### src/tel_pkg.sv
// How it works
// - S2 blocks frames, reference offset forced 127
// - S3 halts bus, monitor set until reconfig
// - highest severity wins; level change, S3 events, new overflow, every up-step of a tx count or exclusive rx count ending at 7 flag change
// - config error sets level 11
// - missing reference at watch trigger sets 11
// - watchdog timeout in time-triggered modes stops communication, level 11
// - bus-off sets level 11, status and init
// - tx count reaching 7 sets level 10
// - tx trigger over expected count sets 10
// - status spread over 2 or rx 7 sets 01
// - too few tx triggers at cycle start sets 01
// - reference identifier used for send and filter
// - generated bytes: one at level 1, else four
// - buffer 0 supplies rest when selected and pending
// - rx trigger in schedule (syncInSchedule) decrements on filter match, else increments
// - filter result cleared at rx trigger, cycle start
// - tx outcome steps the status count
// - time-triggered modes: 32 buffers, no fifo
`default_nettype none
package tel_pkg;
  typedef logic [1:0] tel_lvl_t;
  localparam tel_lvl_t LVL_S0 = 2'h0;
  localparam tel_lvl_t LVL_S1 = 2'h1;
  localparam tel_lvl_t LVL_S2 = 2'h2;
  localparam tel_lvl_t LVL_S3 = 2'h3;
  localparam logic [2:0] MSC_MAX = 3'h7;
  localparam logic [2:0] MSC_SPREAD = 3'h2;
  localparam logic [6:0] RTO_MAX = 7'h7F;
  localparam logic [1:0] OM_LEVEL1 = 2'h1;
  localparam logic [1:0] OM_LEVEL2 = 2'h2;
  localparam logic [1:0] OM_LEVEL0 = 2'h3;
  localparam int TX_BUFFERS = 32;
  localparam logic [3:0] GEN_BYTES_L1 = 4'h1;
  localparam logic [3:0] GEN_BYTES_L02 = 4'h4;
  localparam logic [3:0] REF_MAX_BYTES = 4'h8;
  localparam logic [3:0] REF_L02_BYTES = 4'h6;
  typedef enum logic [2:0] {
    TRG_RX = 3'h1,
    TRG_TX = 3'h2,
    TRG_OTHER = 3'h4
  } tel_trg_t;
  typedef enum logic [3:0] {
    TXR_NONE = 4'h0,
    TXR_OK = 4'h1,
    TXR_FAIL = 4'h2,
    TXR_BUSY = 4'h4,
    TXR_DISABLED = 4'h8
  } tel_txr_t;
  function automatic logic [2:0] mscStep(input logic [2:0] v, input logic up);
    if (up) begin
      mscStep = (v == MSC_MAX) ? v : v + 3'h1;
    end else begin
      mscStep = (v == 3'h0) ? v : v - 3'h1;
    end
  endfunction
endpackage
`default_nettype wire

### src/tel_byte_if.sv
`default_nettype none
interface tel_byte_if;
  logic       valid;
  logic       ready;
  logic [7:0] data;
  modport src (output valid, output data, input ready);
  modport snk (input valid, input data, output ready);
endinterface
`default_nettype wire

### src/tel_fifo.sv
`default_nettype none
module tel_fifo #(
  parameter int WIDTH = 8,
  parameter int DEPTH = 8
) (
  input  wire logic ref_clk,
  input  wire logic arst_n,
  tel_byte_if.snk   inPort,
  tel_byte_if.src   outPort,
  output var  logic fifoFull,
  output var  logic fifoEmpty
);
  localparam int AW = $clog2(DEPTH);
  initial begin
    if (DEPTH < 2 || (1 << AW) != DEPTH || WIDTH != 8) $error("fifo depth power of two, width 8");
  end
  logic [WIDTH-1:0] mem [DEPTH];
  logic [AW:0]      wrPtr_reg;
  logic [AW:0]      rdPtr_reg;
  logic [AW:0]      wrPtr_next;
  logic [AW:0]      rdPtr_next;
  logic             doWr;
  logic             doRd;
  always_comb begin
    fifoFull = (wrPtr_reg[AW] != rdPtr_reg[AW]) && (wrPtr_reg[AW-1:0] == rdPtr_reg[AW-1:0]);
    fifoEmpty = (wrPtr_reg == rdPtr_reg);
    inPort.ready = !fifoFull;
    outPort.valid = !fifoEmpty;
    outPort.data = mem[rdPtr_reg[AW-1:0]];
    doWr = inPort.valid && !fifoFull;
    doRd = outPort.ready && !fifoEmpty;
    wrPtr_next = wrPtr_reg + (AW+1)'(doWr);
    rdPtr_next = rdPtr_reg + (AW+1)'(doRd);
  end
  always_ff @(posedge ref_clk or negedge arst_n) begin
    if (!arst_n) begin
      wrPtr_reg <= '0;
      rdPtr_reg <= '0;
    end else begin
      wrPtr_reg <= wrPtr_next;
      rdPtr_reg <= rdPtr_next;
    end
  end
  always_ff @(posedge ref_clk) begin
    if (doWr) begin
      mem[wrPtr_reg[AW-1:0]] <= inPort.data;
    end
  end
endmodule
`default_nettype wire

### src/tel_msc_mem.sv
`default_nettype none
module tel_msc_mem #(
  parameter int ENTRIES = 64
) (
  input  wire logic                       ref_clk,
  input  wire logic                       wrEn,
  input  wire logic [$clog2(ENTRIES)-1:0] wrAddr,
  input  wire logic [2:0]                 wrData,
  input  wire logic [$clog2(ENTRIES)-1:0] rdAddr,
  output var  logic [2:0]                 rdData
);
  logic [2:0] store [ENTRIES];
  always_ff @(posedge ref_clk) begin
    if (wrEn) begin
      store[wrAddr] <= wrData;
    end
    rdData <= store[rdAddr];
  end
endmodule
`default_nettype wire

### src/tel_core.sv
`default_nettype none
module tel_core
  import tel_pkg::*;
#(
  parameter int ELEMENTS = 64
) (
  input  wire logic                        ref_clk,
  input  wire logic                        arst_n,
  input  wire logic [1:0]                  operationMode,
  input  wire logic                        configChangeEnable,
  input  wire logic [7:0]                  appWatchdogLimit,
  input  wire logic                        appWatchdogTick,
  input  wire logic                        statusRead,
  input  wire logic                        configErrorEvt,
  input  wire logic                        watchTriggerEvt,
  input  wire logic                        busOffEvt,
  input  wire logic                        matrixCycleStart,
  input  wire logic                        basicCycleStart,
  input  wire logic                        syncInSchedule,
  input  wire logic [7:0]                  expectedTxTriggerCount,
  input  wire logic                        trigStrobe,
  input  wire tel_pkg::tel_trg_t           trigType,
  input  wire logic                        trigExclusive,
  input  wire logic [$clog2(ELEMENTS)-1:0] trigIndex,
  input  wire logic [6:0]                  trigFilterNum,
  input  wire logic                        filterMatchValid,
  input  wire logic [6:0]                  filterMatchNum,
  input  wire tel_pkg::tel_txr_t           txResult,
  input  wire logic [$clog2(ELEMENTS)-1:0] txResultIndex,
  input  wire logic [28:0]                 refIdentifier,
  input  wire logic                        refPayloadSelect,
  input  wire logic                        buffer0Pending,
  input  wire logic [3:0]                  buffer0Dlc,
  input  wire logic [63:0]                 buffer0Data,
  input  wire logic [31:0]                 frameSyncBytes,
  input  wire logic                        refStart,
  input  wire logic                        rxIdValid,
  input  wire logic [28:0]                 rxId,
  input  wire logic                        refByteReady,
  output var  logic [1:0]                  errorLevel,
  output var  logic                        errorLevelChanged,
  output var  logic                        schedError1,
  output var  logic                        schedError2,
  output var  logic                        txOverflow,
  output var  logic                        txUnderflow,
  output var  logic                        appWatchdogError,
  output var  logic                        appWatchdogFlag,
  output var  logic                        busMonitor,
  output var  logic                        busOffStatus,
  output var  logic                        initBit,
  output var  logic                        txFramesEnable,
  output var  logic                        dominantEnable,
  output var  logic [6:0]                  refTriggerOffsetCap,
  output var  logic                        txFifoAvailable,
  output var  logic                        refIdMatch,
  output var  logic [28:0]                 refTxId,
  output var  logic [3:0]                  refDlc,
  output var  logic                        refByteValid,
  output var  logic [7:0]                  refByte
);
  import tel_pkg::*;
  localparam int IW = $clog2(ELEMENTS);
  initial begin
    if (ELEMENTS < 2) $error("ELEMENTS too small");
  end

  // error level state
  tel_lvl_t   lvl_reg, lvl_next;
  logic       elc_reg, elc_next, se1_reg, se1_next, se2_reg, se2_next;
  logic       txo_reg, txo_next, txu_reg, txu_next, awe_reg, awe_next;
  logic       awf_reg, awf_next, mon_reg, mon_next, bo_reg, bo_next;
  logic [7:0] awCnt_reg, awCnt_next, txCnt_reg, txCnt_next;
  logic       sawTx7_reg, sawTx7_next, sawS1_reg, sawS1_next;
  logic [2:0] mscMax_reg, mscMax_next, mscMin_reg, mscMin_next;
  // status count state
  logic [6:0] afr_reg, afr_next;
  logic       afrValid_reg, afrValid_next;
  logic       pend_reg, pend_next, pendUp_reg, pendUp_next, pendRx_reg, pendRx_next, pendEx_reg, pendEx_next;
  logic [IW-1:0] pendIdx_reg, pendIdx_next, clrIdx_reg, clrIdx_next;
  logic [2:0] mscNew;
  logic [2:0] mscRd;
  logic       s3Evt;
  logic       tx7Evt, s1Evt;
  // reference payload state
  typedef enum logic [2:0] {
    RS_IDLE = 3'h1,
    RS_SEND = 3'h2,
    RS_DRAIN = 3'h4
  } tel_rs_t;
  tel_rs_t    rs_reg, rs_next;
  logic [3:0] rIdx_reg, rIdx_next, rLen_reg, rLen_next;
  logic [63:0] rData_reg, rData_next;
  logic       ttMode;
  tel_byte_if refIn ();
  tel_byte_if refOut ();

  assign ttMode = (operationMode == OM_LEVEL1) || (operationMode == OM_LEVEL2);

  tel_msc_mem #(.ENTRIES(ELEMENTS)) uMsc (
    .ref_clk (ref_clk),
    .wrEn    (pend_reg || configChangeEnable),
    .wrAddr  (configChangeEnable ? clrIdx_reg : pendIdx_reg),
    .wrData  (configChangeEnable ? '0 : mscNew),
    .rdAddr  (trigStrobe ? trigIndex : txResultIndex),
    .rdData  (mscRd)
  );

  tel_fifo #(.WIDTH(8), .DEPTH(8)) uFifo (
    .ref_clk   (ref_clk),
    .arst_n    (arst_n),
    .inPort    (refIn.snk),
    .outPort   (refOut.src),
    .fifoFull  (),
    .fifoEmpty ()
  );

  always_comb begin
    // status count update, one cycle after memory read
    mscNew = mscStep(mscRd, pendUp_reg);
    tx7Evt = pend_reg && !pendRx_reg && pendUp_reg && (mscNew == MSC_MAX);
    s1Evt = pend_reg && pendRx_reg && pendEx_reg && pendUp_reg && (mscNew == MSC_MAX);
    pend_next = 1'b0;
    pendUp_next = 1'b0;
    pendRx_next = 1'b0;
    pendEx_next = trigExclusive;
    pendIdx_next = trigIndex;
    clrIdx_next = configChangeEnable ? clrIdx_reg + 1'b1 : '0;
    afr_next = afr_reg;
    afrValid_next = afrValid_reg && !basicCycleStart;
    if (filterMatchValid) begin
      afr_next = filterMatchNum;
      afrValid_next = 1'b1;
    end
    if (trigStrobe && trigType == TRG_RX) begin
      pend_next = syncInSchedule;
      pendRx_next = 1'b1;
      pendUp_next = !(afrValid_next && afr_next == trigFilterNum);
      afrValid_next = 1'b0;
    end else if (txResult != TXR_NONE) begin
      pend_next = 1'b1;
      pendIdx_next = txResultIndex;
      pendEx_next = 1'b1;
      pendUp_next = (txResult == TXR_FAIL) || (txResult == TXR_BUSY);
    end
  end

  always_comb begin
    s3Evt = configErrorEvt || watchTriggerEvt || busOffEvt;
    awCnt_next = awCnt_reg;
    awe_next = awe_reg;
    awf_next = awf_reg;
    if (statusRead) begin
      awCnt_next = 8'h00;
    end else if (appWatchdogTick && awCnt_reg != 8'hFF) begin
      awCnt_next = awCnt_reg + 8'h01;
    end
    if (ttMode && awCnt_reg > appWatchdogLimit && appWatchdogLimit != 8'h00) begin
      awe_next = 1'b1;
      awf_next = 1'b1;
    end
    txCnt_next = txCnt_reg;
    txo_next = txo_reg;
    txu_next = txu_reg;
    se1_next = se1_reg;
    se2_next = se2_reg;
    sawTx7_next = sawTx7_reg || tx7Evt;
    sawS1_next = sawS1_reg || s1Evt;
    mscMax_next = mscMax_reg;
    mscMin_next = mscMin_reg;
    if (pend_reg && pendEx_reg) begin
      mscMax_next = (mscNew > mscMax_reg) ? mscNew : mscMax_reg;
      mscMin_next = (mscNew < mscMin_reg) ? mscNew : mscMin_reg;
    end
    lvl_next = lvl_reg;
    elc_next = 1'b0;
    if (trigStrobe && trigType == TRG_TX) begin
      if (txCnt_reg >= expectedTxTriggerCount) begin
        txo_next = 1'b1;
        if (lvl_next < LVL_S2) lvl_next = LVL_S2;
      end
      txCnt_next = txCnt_reg + 8'h01;
    end
    if (tx7Evt) begin
      se2_next = 1'b1;
      if (lvl_next < LVL_S2) lvl_next = LVL_S2;
    end
    if (s1Evt || (mscMax_next - mscMin_next > MSC_SPREAD && mscMax_next >= mscMin_next)) begin
      se1_next = 1'b1;
      sawS1_next = 1'b1;
      if (lvl_next < LVL_S1) lvl_next = LVL_S1;
    end
    if (matrixCycleStart && lvl_reg != LVL_S3) begin
      // re-grade from what the finished cycle showed
      lvl_next = LVL_S0;
      if (txCnt_next < expectedTxTriggerCount) begin
        txu_next = 1'b1;
        lvl_next = LVL_S1;
      end
      if (sawS1_next) lvl_next = LVL_S1;
      if (sawTx7_next || txCnt_next > expectedTxTriggerCount) lvl_next = LVL_S2;
      txCnt_next = 8'h00;
      sawTx7_next = 1'b0;
      sawS1_next = 1'b0;
      mscMax_next = 3'h0;
      mscMin_next = MSC_MAX;
    end
    if (s3Evt || awe_next) begin
      lvl_next = LVL_S3;
    end
    if (lvl_reg == LVL_S3 && configChangeEnable && !s3Evt && (awe_reg || !awe_next)) begin
      lvl_next = LVL_S0;
      awe_next = 1'b0;
      awCnt_next = 8'h00;
    end
    if (lvl_next != lvl_reg || s3Evt || txo_next != txo_reg || tx7Evt || s1Evt) begin
      elc_next = 1'b1;
    end
    mon_next = (mon_reg && !configChangeEnable) || (lvl_next == LVL_S3);
    bo_next = busOffEvt || (bo_reg && !configChangeEnable);
  end

  // reference message payload build
  always_comb begin
    rs_next = rs_reg;
    rIdx_next = rIdx_reg;
    rLen_next = rLen_reg;
    rData_next = rData_reg;
    refIn.valid = 1'b0;
    refIn.data = rData_reg[7:0];
    case (rs_reg)
      RS_IDLE: begin
        if (refStart) begin
          rs_next = RS_SEND;
          rIdx_next = 4'h0;
          if (operationMode == OM_LEVEL1) begin
            rData_next = {buffer0Data[63:8], frameSyncBytes[7:0]};
            rLen_next = GEN_BYTES_L1;
          end else begin
            rData_next = {buffer0Data[63:32], frameSyncBytes};
            rLen_next = GEN_BYTES_L02;
          end
          if (refPayloadSelect && buffer0Pending && buffer0Dlc > rLen_next) begin
            rLen_next = (buffer0Dlc > REF_MAX_BYTES) ? REF_MAX_BYTES : buffer0Dlc;
            if (operationMode != OM_LEVEL1 && rLen_next > REF_L02_BYTES) rLen_next = REF_L02_BYTES;
          end
        end
      end
      RS_SEND: begin
        refIn.valid = 1'b1;
        if (refIn.ready) begin
          rData_next = {8'h00, rData_reg[63:8]};
          rIdx_next = rIdx_reg + 4'h1;
          if (rIdx_next == rLen_reg) rs_next = RS_DRAIN;
        end
      end
      RS_DRAIN: rs_next = RS_IDLE;
      default: rs_next = RS_IDLE;
    endcase
    refOut.ready = refByteReady;
  end

  always_ff @(posedge ref_clk or negedge arst_n) begin
    if (!arst_n) begin
      lvl_reg <= LVL_S0; elc_reg <= 1'b0; se1_reg <= 1'b0; se2_reg <= 1'b0;
      txo_reg <= 1'b0; txu_reg <= 1'b0; awe_reg <= 1'b0; awf_reg <= 1'b0;
      mon_reg <= 1'b0; bo_reg <= 1'b0; awCnt_reg <= 8'h00; txCnt_reg <= 8'h00;
      sawTx7_reg <= 1'b0; sawS1_reg <= 1'b0; mscMax_reg <= 3'h0; mscMin_reg <= MSC_MAX;
      afr_reg <= 7'h00; afrValid_reg <= 1'b0; pend_reg <= 1'b0; pendUp_reg <= 1'b0;
      pendRx_reg <= 1'b0; pendEx_reg <= 1'b0; pendIdx_reg <= '0; clrIdx_reg <= '0;
      rs_reg <= RS_IDLE; rIdx_reg <= 4'h0; rLen_reg <= 4'h0; rData_reg <= 64'h0;
    end else begin
      lvl_reg <= lvl_next; elc_reg <= elc_next; se1_reg <= se1_next; se2_reg <= se2_next;
      txo_reg <= txo_next; txu_reg <= txu_next; awe_reg <= awe_next; awf_reg <= awf_next;
      mon_reg <= mon_next; bo_reg <= bo_next; awCnt_reg <= awCnt_next; txCnt_reg <= txCnt_next;
      sawTx7_reg <= sawTx7_next; sawS1_reg <= sawS1_next; mscMax_reg <= mscMax_next; mscMin_reg <= mscMin_next;
      afr_reg <= afr_next; afrValid_reg <= afrValid_next; pend_reg <= pend_next; pendUp_reg <= pendUp_next;
      pendRx_reg <= pendRx_next; pendEx_reg <= pendEx_next; pendIdx_reg <= pendIdx_next; clrIdx_reg <= clrIdx_next;
      rs_reg <= rs_next; rIdx_reg <= rIdx_next; rLen_reg <= rLen_next; rData_reg <= rData_next;
    end
  end

  // registered outputs
  always_ff @(posedge ref_clk or negedge arst_n) begin
    if (!arst_n) begin
      errorLevel <= LVL_S0; errorLevelChanged <= 1'b0; schedError1 <= 1'b0; schedError2 <= 1'b0;
      txOverflow <= 1'b0; txUnderflow <= 1'b0; appWatchdogError <= 1'b0; appWatchdogFlag <= 1'b0;
      busMonitor <= 1'b0; busOffStatus <= 1'b0; initBit <= 1'b0; txFramesEnable <= 1'b0;
      dominantEnable <= 1'b0; refTriggerOffsetCap <= RTO_MAX; txFifoAvailable <= 1'b1;
      refIdMatch <= 1'b0; refTxId <= 29'h0; refDlc <= 4'h0; refByteValid <= 1'b0; refByte <= 8'h00;
    end else begin
      errorLevel <= lvl_next;
      errorLevelChanged <= elc_next;
      schedError1 <= se1_next;
      schedError2 <= se2_next;
      txOverflow <= txo_next;
      txUnderflow <= txu_next;
      appWatchdogError <= awe_next;
      appWatchdogFlag <= awf_next;
      busMonitor <= mon_next;
      busOffStatus <= bo_next;
      initBit <= bo_next;
      txFramesEnable <= lvl_next < LVL_S2;
      dominantEnable <= !mon_next;
      refTriggerOffsetCap <= (lvl_next == LVL_S2) ? RTO_MAX : 7'h00;
      txFifoAvailable <= !ttMode;
      refIdMatch <= rxIdValid && (rxId == refIdentifier);
      refTxId <= refIdentifier;
      refDlc <= (rs_reg == RS_IDLE) ? refDlc : rLen_reg;
      refByteValid <= refOut.valid && refByteReady;
      refByte <= refOut.data;
    end
  end

  AST_S3_STICKY: assert property (@(posedge ref_clk) disable iff (!arst_n)
    errorLevel == LVL_S3 && !configChangeEnable |=> errorLevel == LVL_S3)
    else $error("S3 left without config change");
  AST_S3_MON: assert property (@(posedge ref_clk) disable iff (!arst_n)
    errorLevel == LVL_S3 |-> busMonitor && !dominantEnable && !txFramesEnable)
    else $error("S3 without monitor");
  AST_BUSOFF: assert property (@(posedge ref_clk) disable iff (!arst_n)
    busOffEvt |=> errorLevel == LVL_S3 && busOffStatus && initBit)
    else $error("bus-off not reported");
  AST_WATCH: assert property (@(posedge ref_clk) disable iff (!arst_n)
    watchTriggerEvt |=> errorLevel == LVL_S3 && errorLevelChanged)
    else $error("watch trigger not S3");
  AST_S2_RTO: assert property (@(posedge ref_clk) disable iff (!arst_n)
    errorLevel == LVL_S2 |-> refTriggerOffsetCap == RTO_MAX && !txFramesEnable)
    else $error("S2 offset or frames wrong");
  AST_TXO: assert property (@(posedge ref_clk) disable iff (!arst_n)
    trigStrobe && trigType == TRG_TX && txCnt_reg >= expectedTxTriggerCount && !configChangeEnable
    |=> txOverflow && errorLevel >= LVL_S2)
    else $error("overflow missed");
  AST_MODE: assert property (@(posedge ref_clk) disable iff (!arst_n)
    ttMode |=> !txFifoAvailable)
    else $error("fifo offered in tt mode");
  AST_AFR_CLR: assert property (@(posedge ref_clk) disable iff (!arst_n)
    basicCycleStart && !filterMatchValid |=> !afrValid_reg)
    else $error("filter result not cleared");
  AST_SAT: assert property (@(posedge ref_clk) disable iff (!arst_n)
    pend_reg && pendUp_reg && mscRd == MSC_MAX |-> mscNew == MSC_MAX)
    else $error("count wrapped");
endmodule
`default_nettype wire

### config.mk
export PLATFORM = sky130hd
export DESIGN_NAME = tel_core
export DESIGN_NICKNAME = d
export VERILOG_FILES = /design/src/tel_pkg.sv /design/src/tel_byte_if.sv /design/src/tel_fifo.sv /design/src/tel_msc_mem.sv /design/src/tel_core.sv
export SDC_FILE = /design/constraint.sdc
export NUM_CORES = 1
export LEC_CHECK = 0
export BUFFER_PORTS_ARGS = -buffer_cell sky130_fd_sc_hd__buf_2
export CAP_MARGIN = 20
export CORE_ASPECT_RATIO = 1.25
export CORE_MARGIN = 2
export CORE_UTILIZATION = 57
export CTS_CLUSTER_DIAMETER = 50
export DETAILED_ROUTE_END_ITERATION = 7
export PLACE_DENSITY = 0.83
export SLEW_MARGIN = 20
export SYNTH_ARGS = -nofsm -noshare
export SYNTH_HDL_FRONTEND = slang
export SYNTH_SLANG_ARGS = --single-unit
### constraint.sdc
create_clock -name ref_clk -period 5.9 [get_ports ref_clk]
set_input_delay 0.885 -clock ref_clk [delete_from_list [all_inputs] [get_ports ref_clk]]
set_output_delay 0.885 -clock ref_clk [all_outputs]
set_load 0.02 [all_outputs]
---- Word-level counts from Yosys, hierarchy flattened ----
Memories as Yosys holds them, arrays and structs flattened. A register that Yosys moved wholly into a read port is not among the register bits.
Index checks and enable logic that the tools add are counted.
storage, ports and cells
  flip-flop bits (word level) ............. 187
  latch bits .............................. 0
  RAM bits ................................ 256
  bits in read-only memories .............. 0
  output and inout bits ................... 65
  memories kept ........................... 2
memories
  name        words  width  read ports  clocked after memory_dff  wr ports  line               RTL
  uMsc.store  64     3      1           1                         1         tel_msc_mem.sv:12  logic [2:0] store [ENTRIES];
  uFifo.mem   8      8      1           1                         1         tel_fifo.sv:17     logic [WIDTH-1:0] mem [DEPTH];
operators by class
  add/sub/neg operators ................... 9
  multipliers ............................. 0
  divide/modulo/power cells ............... 0
  $lt $le $gt $ge ......................... 15
  eq/ne operators ......................... 27
  shifts and indexed selects .............. 0
  muxes and demuxes ....................... 74
  bitwise logic cells ..................... 0
  reduce and logical (&&, ||, !) cells .... 66
operator list
  cell                 count
  $mux 64              2
  $pmux 64 s2          1
  $mux 3               14
  $mux 8               5
  $mux 32              1
  $mux 6               5
  $eq 29x29->1         1
  $logic_and 1x1->1    29
  $mux 4               7
  $mux 2               12
  $mux 1               23
  $logic_or 1x1->1     17
  $add 8x1->8 const B  2
  $gt 8x8->1           2
  $mux 7               2
  $logic_not 1->1      11
  $add 4x1->4          2
  $eq 2x2->1 const B   4
  $eq 4x4->1           2
  $ge 8x8->1           1
  $lt 8x8->1           1
  $ne 2x2->1 const B   4
  $ne 8x8->1 const B   1
  $pmux 4 s2           1
  other kinds (33)     41

---- Depth between registers and ports, before layout ----
  depth after elaboration ................. 22
  gate-level depth with buffers ........... 23

---- By module ----
Synthesis repeated with hierarchy kept, for this count alone.
unflattened totals
  cell total of the unflattened synthesis .. 1491
  area, all modules ....................... 19955.4 um2
modules (own cells, without submodules)
  module       times used  cells an instance  area each (um2)  seq. area each (um2)
  tel_core     1           933                9175.0           4536.9
  tel_msc_mem  1           423                7863.8           5825.6
  tel_fifo     1           135                2916.5           2122.0

---- Worst setup path after synthesis ----
Ideal clock, no wire load.
  path type ............................... register to register
  start point ............................. reg uMsc.rdData[0] (read register of uMsc.store)
  end point ............................... reg errorLevelChanged
  arrival time ............................ 3.987 ns
  required time ........................... 5.813 ns
  slack ................................... 1.827 ns
  cell stages (with the launch flop) ...... 22
  clock period less this slack ............ 4.073 ns
  cells stage by stage .................... dfxtp_1 > ha_1 > nand2_1 > nand2_1 > a211oi_1 > a31oi_1 > ha_1 > nor2b_1 > o21ai_0 > a21oi_1 > inv_1 > a31oi_1 > mux2i_1 > inv_1 > ha_1 > o21ai_0 > nor2_1 > a2bb2oi_1 > a211oi_1 > a211oi_2 > o311a_1 > o211ai_1
on the way
  longest elaborated chain between the ends .. 22
RTL lines
  element                                   line                              RTL
  start: declaration                        tel_msc_mem.sv:10                 output var logic [2:0] rdData
  $sub 3x1->3 (tied with other cells)       tel_pkg.sv:54                     mscStep = (v == 3'h0) ? v : v - 3'h1;
  $mux 3, on equally long branches          tel_pkg.sv:54, tel_pkg.sv:52
  $mux 3 *                                  tel_pkg.sv:51                     if (up) begin
  $gt 3x3->1 or $lt 3x3->1 (tied branches)  tel_core.sv:171, tel_core.sv:172
  $mux 3, on equally long branches          tel_core.sv:171, tel_core.sv:172
  $mux 3                                    tel_core.sv:170                   if (pend_reg && pendEx_reg) begin
  $sub 3x3->3                               tel_core.sv:187                   if (s1Evt || (mscMax_next - mscMin_next > MSC_SPREAD && mscMax_next >= mscMin_next)) begin
  $gt 3x2->1                                tel_core.sv:187
  [... 5 more ...]                          -
  $mux 2                                    tel_core.sv:192                   if (matrixCycleStart && lvl_reg != LVL_S3) begin
  $mux 2                                    tel_core.sv:207                   if (s3Evt || awe_next) begin
  $mux 2                                    tel_core.sv:210                   if (lvl_reg == LVL_S3 && configChangeEnable && !s3Evt && (awe_reg || !awe_next)) begin
  $ne 2x2->1                                tel_core.sv:215                   if (lvl_next != lvl_reg || s3Evt || txo_next != txo_reg || tx7Evt || s1Evt) begin
  $logic_or 1x1->1 (3 in series)            tel_core.sv:215
  $logic_or 1x1->1 *                        tel_core.sv:215
  $mux 1 *                                  tel_core.sv:215
  named net elc_next                        tel_core.sv:69                    logic elc_reg, elc_next, se1_reg, se1_next, se2_reg, se2_next;
  end signal: assignment                    tel_core.sv:292                   errorLevelChanged <= elc_next;
  end: declaration                          tel_core.sv:41                    output var logic errorLevelChanged,
Mark *: on every way through the listed nets, which the timed path passes. The rest lies on a longest branch.
A chain may end at the register's enable or synchronous reset.

---- Worst setup path in the final report ----
Same ends and word-level chain as after synthesis.

==> results.txt <==
* Number of I/O port buffers: 284
- Overflow left after global routing: 0
* Average vias per placed instance: 5.71
- Clock period minus final worst setup slack: 4.74 ns
- Worst setup path category: flop to flop
* Total via count after detailed routing: 12922
- Buffers inserted to repair hold after CTS numbered 0.
- Measured along the x axis, the die boundary spans 171 um.
- Number of levels in the clock H-tree: 2
* Share of post-route cells with drive strength above 1: 27.8%
- The number of antenna violations at the first check in global routing was 13.
- Max reg flops: 192
* Most frequent cells in the layout: 283 x sky130_fd_sc_hd__buf_2, 256 x sky130_fd_sc_hd__edfxtp_1, 183 x sky130_fd_sc_hd__dfrtp_1
- Post-CTS resize count: 0
- Area contributors post-synth: sky130_fd_sc_hd__edfxtp_1 39%, sky130_fd_sc_hd__dfrtp_1 23%, sky130_fd_sc_hd__mux4_2 7.2%
* Row Count: 76
- The cell count after synthesis came out at 1468.
- Maximum clock skew at final layout: 0.0242 ns
- Violation count after the first detailed-route iteration: 1114
- Worst hold-check slack: 0.335 ns
* Worst R2R Path Depth: 23
- Yosys mapped a number of flops with a built-in enable equal to 256.
- The worst setup path is launched from a flop.
- For the worst-skew pair, the clock arrives at the later sink with an insertion delay of 0.57 ns.
- After clock tree synthesis, the setup repair step added 0 buffers.
- Clock-pin slew was measured on the worst setup and hold paths at 0.06 ns.
* Post-DP HPWL: 30100 um
- Async set or reset register ratio after synthesis: 42.2%
* Yosys cell types: 71
* Portion of the post-synthesis area used by sequential elements: 62.7%
- TritonCTS built the clock tree.
- The worst setup path is captured at a flop.
- The congestion estimate from routability-driven global placement came to 0.905.
- Headroom to the max-slew limit came out at 31.0%.
- Area of the mapped netlist: 19900 sq um
* Overall track demand over capacity in global routing: 24.2%
- Required @ worst endpoint: 6.38 ns
- At the end of the flow, the number of nets in the layout was 2024.
* Pin count of the biggest net entering global routing: 97
- Leaving out fill and tap cells, the most frequent cell in the layout is sky130_fd_sc_hd__buf_2.
- A synthesized cell averages 13.6 sq um.
- Static timing analysis puts the maximum clock frequency at 0.211 GHz.
- Counting the buffers created by CTS gives 43.
- Total negative setup slack: 0 ns
- The first global-routing pass estimated 68600 um of wire.
- Maximum capacitance violations: 0
- Root buf cell: sky130_fd_sc_hd__clkbuf_16
* Vias in the first global route: 13419
- Final slew viol count: 0
- Counting every net in the synthesized netlist gives 1744.
- Of all cell types, the one taking the most synthesized area is sky130_fd_sc_hd__edfxtp_1.
- WP data arrival: 5.22 ns
* Routed length per instance: 19.3 um
* Hold/Removal Path Class: input pin to asynchronous set/reset pin
- Relative to the synthesized area, the layout overhead comes to 16.9%.
- Setup violation total in the final timing report: 0
- The floorplan step defined a die boundary enclosing 36400 sq um.
- In this run the worst path has a maximum fanout of 6.
- The region available for standard cell placement spans 34400 sq um.
- Overall power consumption after layout is estimated at 9.09 mW.
- Height of the die: 213 um
* Period utilisation layout: 80.3%
* Top cell type's share of synthesized area: 38.6%
- Antenna-violating nets left: 0
- Summed over all layers, the routed wires come to 43600 um.
* Total leakage power: 9.39 nW
- At the end of the flow the core is filled with cells to 67.6%.
- Initial standard-cell utilization of the core: 57.8%
* Status: finished clean
* Flip-flop and latch count after synthesis: 448
* Synth Flop Type: sky130_fd_sc_hd__edfxtp_1
* Pwr/cell area: 391 nW/um^2
- At the pin with the least slew margin, the transition time is 1.04 ns.
- I/O pins: 293
* IR Drop Worst-Case VDD: 214 uV
- Final Hold Violating Endpoints: 0
- Setup repair after global routing missed its margin: false
- After detailed routing, the number of remaining DRC violations is 0.
- Yosys warning total: 0
* Number of iterations in the first detailed-routing pass: 5
- Number of clock sinks: 448
- Clock tree buffer depth: 3
## worst max-delay path, stage by stage (launching register included)
cell and delay [ns]:
sky130_fd_sc_hd__dfxtp_1 0.41, sky130_fd_sc_hd__inv_1 0.09, sky130_fd_sc_hd__ha_1 0.23, sky130_fd_sc_hd__nor3b_1 0.16
sky130_fd_sc_hd__nor3_1 0.20, sky130_fd_sc_hd__nand2b_1 0.26, sky130_fd_sc_hd__inv_1 0.15, sky130_fd_sc_hd__ha_1 0.21
sky130_fd_sc_hd__nor2b_1 0.10, sky130_fd_sc_hd__o21ai_0 0.08, sky130_fd_sc_hd__a21oi_1 0.22, sky130_fd_sc_hd__inv_1 0.06
sky130_fd_sc_hd__a31oi_1 0.27, sky130_fd_sc_hd__mux2i_1 0.31, sky130_fd_sc_hd__ha_1 0.21, sky130_fd_sc_hd__inv_1 0.05
sky130_fd_sc_hd__ha_1 0.18, sky130_fd_sc_hd__nor2_1 0.12, sky130_fd_sc_hd__xor2_1 0.17, sky130_fd_sc_hd__a2bb2oi_1 0.14
sky130_fd_sc_hd__a211oi_1 0.36, sky130_fd_sc_hd__a211oi_2 0.16, sky130_fd_sc_hd__o311a_1 0.35, sky130_fd_sc_hd__o211ai_1 0.16
## synth_stat cells (all sizes together), types with 2 or more instances
library cell	count
a211o	2
a211oi	18
a21boi	2
a21o	7
a21oi	41
a22o	3
a22oi	7
a2bb2oi	2
a31oi	15
and2	26
and3	5
buf	37
clkbuf	30
dfrtp	183
dfstp	6
dfxtp	3
edfxtp	256
ha	48
inv	44
mux2	32
mux2i	71
mux4	64
nand2	149
nand2b	12
nand3	28
nand4	13
nor2	139
nor2b	4
nor3	8
nor3b	4
nor4	12
o211ai	4
o21a	3
o21ai	85
o22ai	2
o311a	2
o31ai	2
o32ai	3
or2	4
or3	5
xnor2	28
xor2	43
## metrics by stage
step           setup slack (ns)  area, sq um  std cells
2_1_floorplan              1.83        19900       1468
3_3_place_gp               1.40        21800       2171
3_5_place_dp               1.20        21800       2171
4_1_cts                    1.17        23200       2251
5_1_grt                   0.613        23300       2264
6_report                   1.16        23300       2264
## per-layer routing
layer / global-route usage [%] / wire length [um] / up-vias
li1: - / - / 5951
met1: 29.1 / 16400 / 6349
met2: 43.1 / 22900 / 521
met3: 4.04 / 2800 / 101
met4: 10.4 / 1550 / 0
met5: 0 / 0 / -
## power by group
part | total (mW) | internal [mW] | leakage (nW) | switching [mW]
combinational | 2.05 | 0.859 | 4.01 | 1.19
sequential | 4.21 | 3.88 | 4.67 | 0.327
clock | 2.84 | 1.65 | 0.710 | 1.19
total | 9.09 | 6.39 | 9.39 | 2.70
## worst paths after layout
| path | from | endpoint | slack (ns) |
|---|---|---|---|
| hold reg to reg | schedError2 | schedError2 | 0.47 |
| min in group ref_clk | refIdentifier[19] | refTxId[19] | 0.45 |
| setup / recovery | uMsc.rdData[0] | errorLevelChanged | 1.16 |
| setup reg to reg | uMsc.rdData[0] | errorLevelChanged | 1.16 |
| max in group asynchronous | arst_n | pendIdx_reg[0] | 4.28 |
| hold / removal | arst_n | refByte[6] | 0.33 |
## layout make-up
cell class / instances / area, sq um
Antenna cell: 13 / 32.5
Clock buffer: 57 / 1150
Clock inverter: 23 / 305
Fill cell: 2388 / 11200
Inverter: 44 / 165
Multi-Input combinational cell: 909 / 6960
Sequential cell: 448 / 12500
Tap cell: 468 / 586
Timing Repair Buffer: 302 / 1590
## cell families after synthesis
| logic type | synth area share [%] |
|---|---|
| DFF | 62.7 |
| and+or+nand+nor | 9.42 |
| AOI/OAI and AO/OA | 6.43 |
| muxes | 12.6 |
| buffers and inverters | 2.63 |
| xor gates and xnor gates | 3.12 |
| adders and majority gates | 3.02 |
Note: power is estimated with default switching activity, not from simulation.
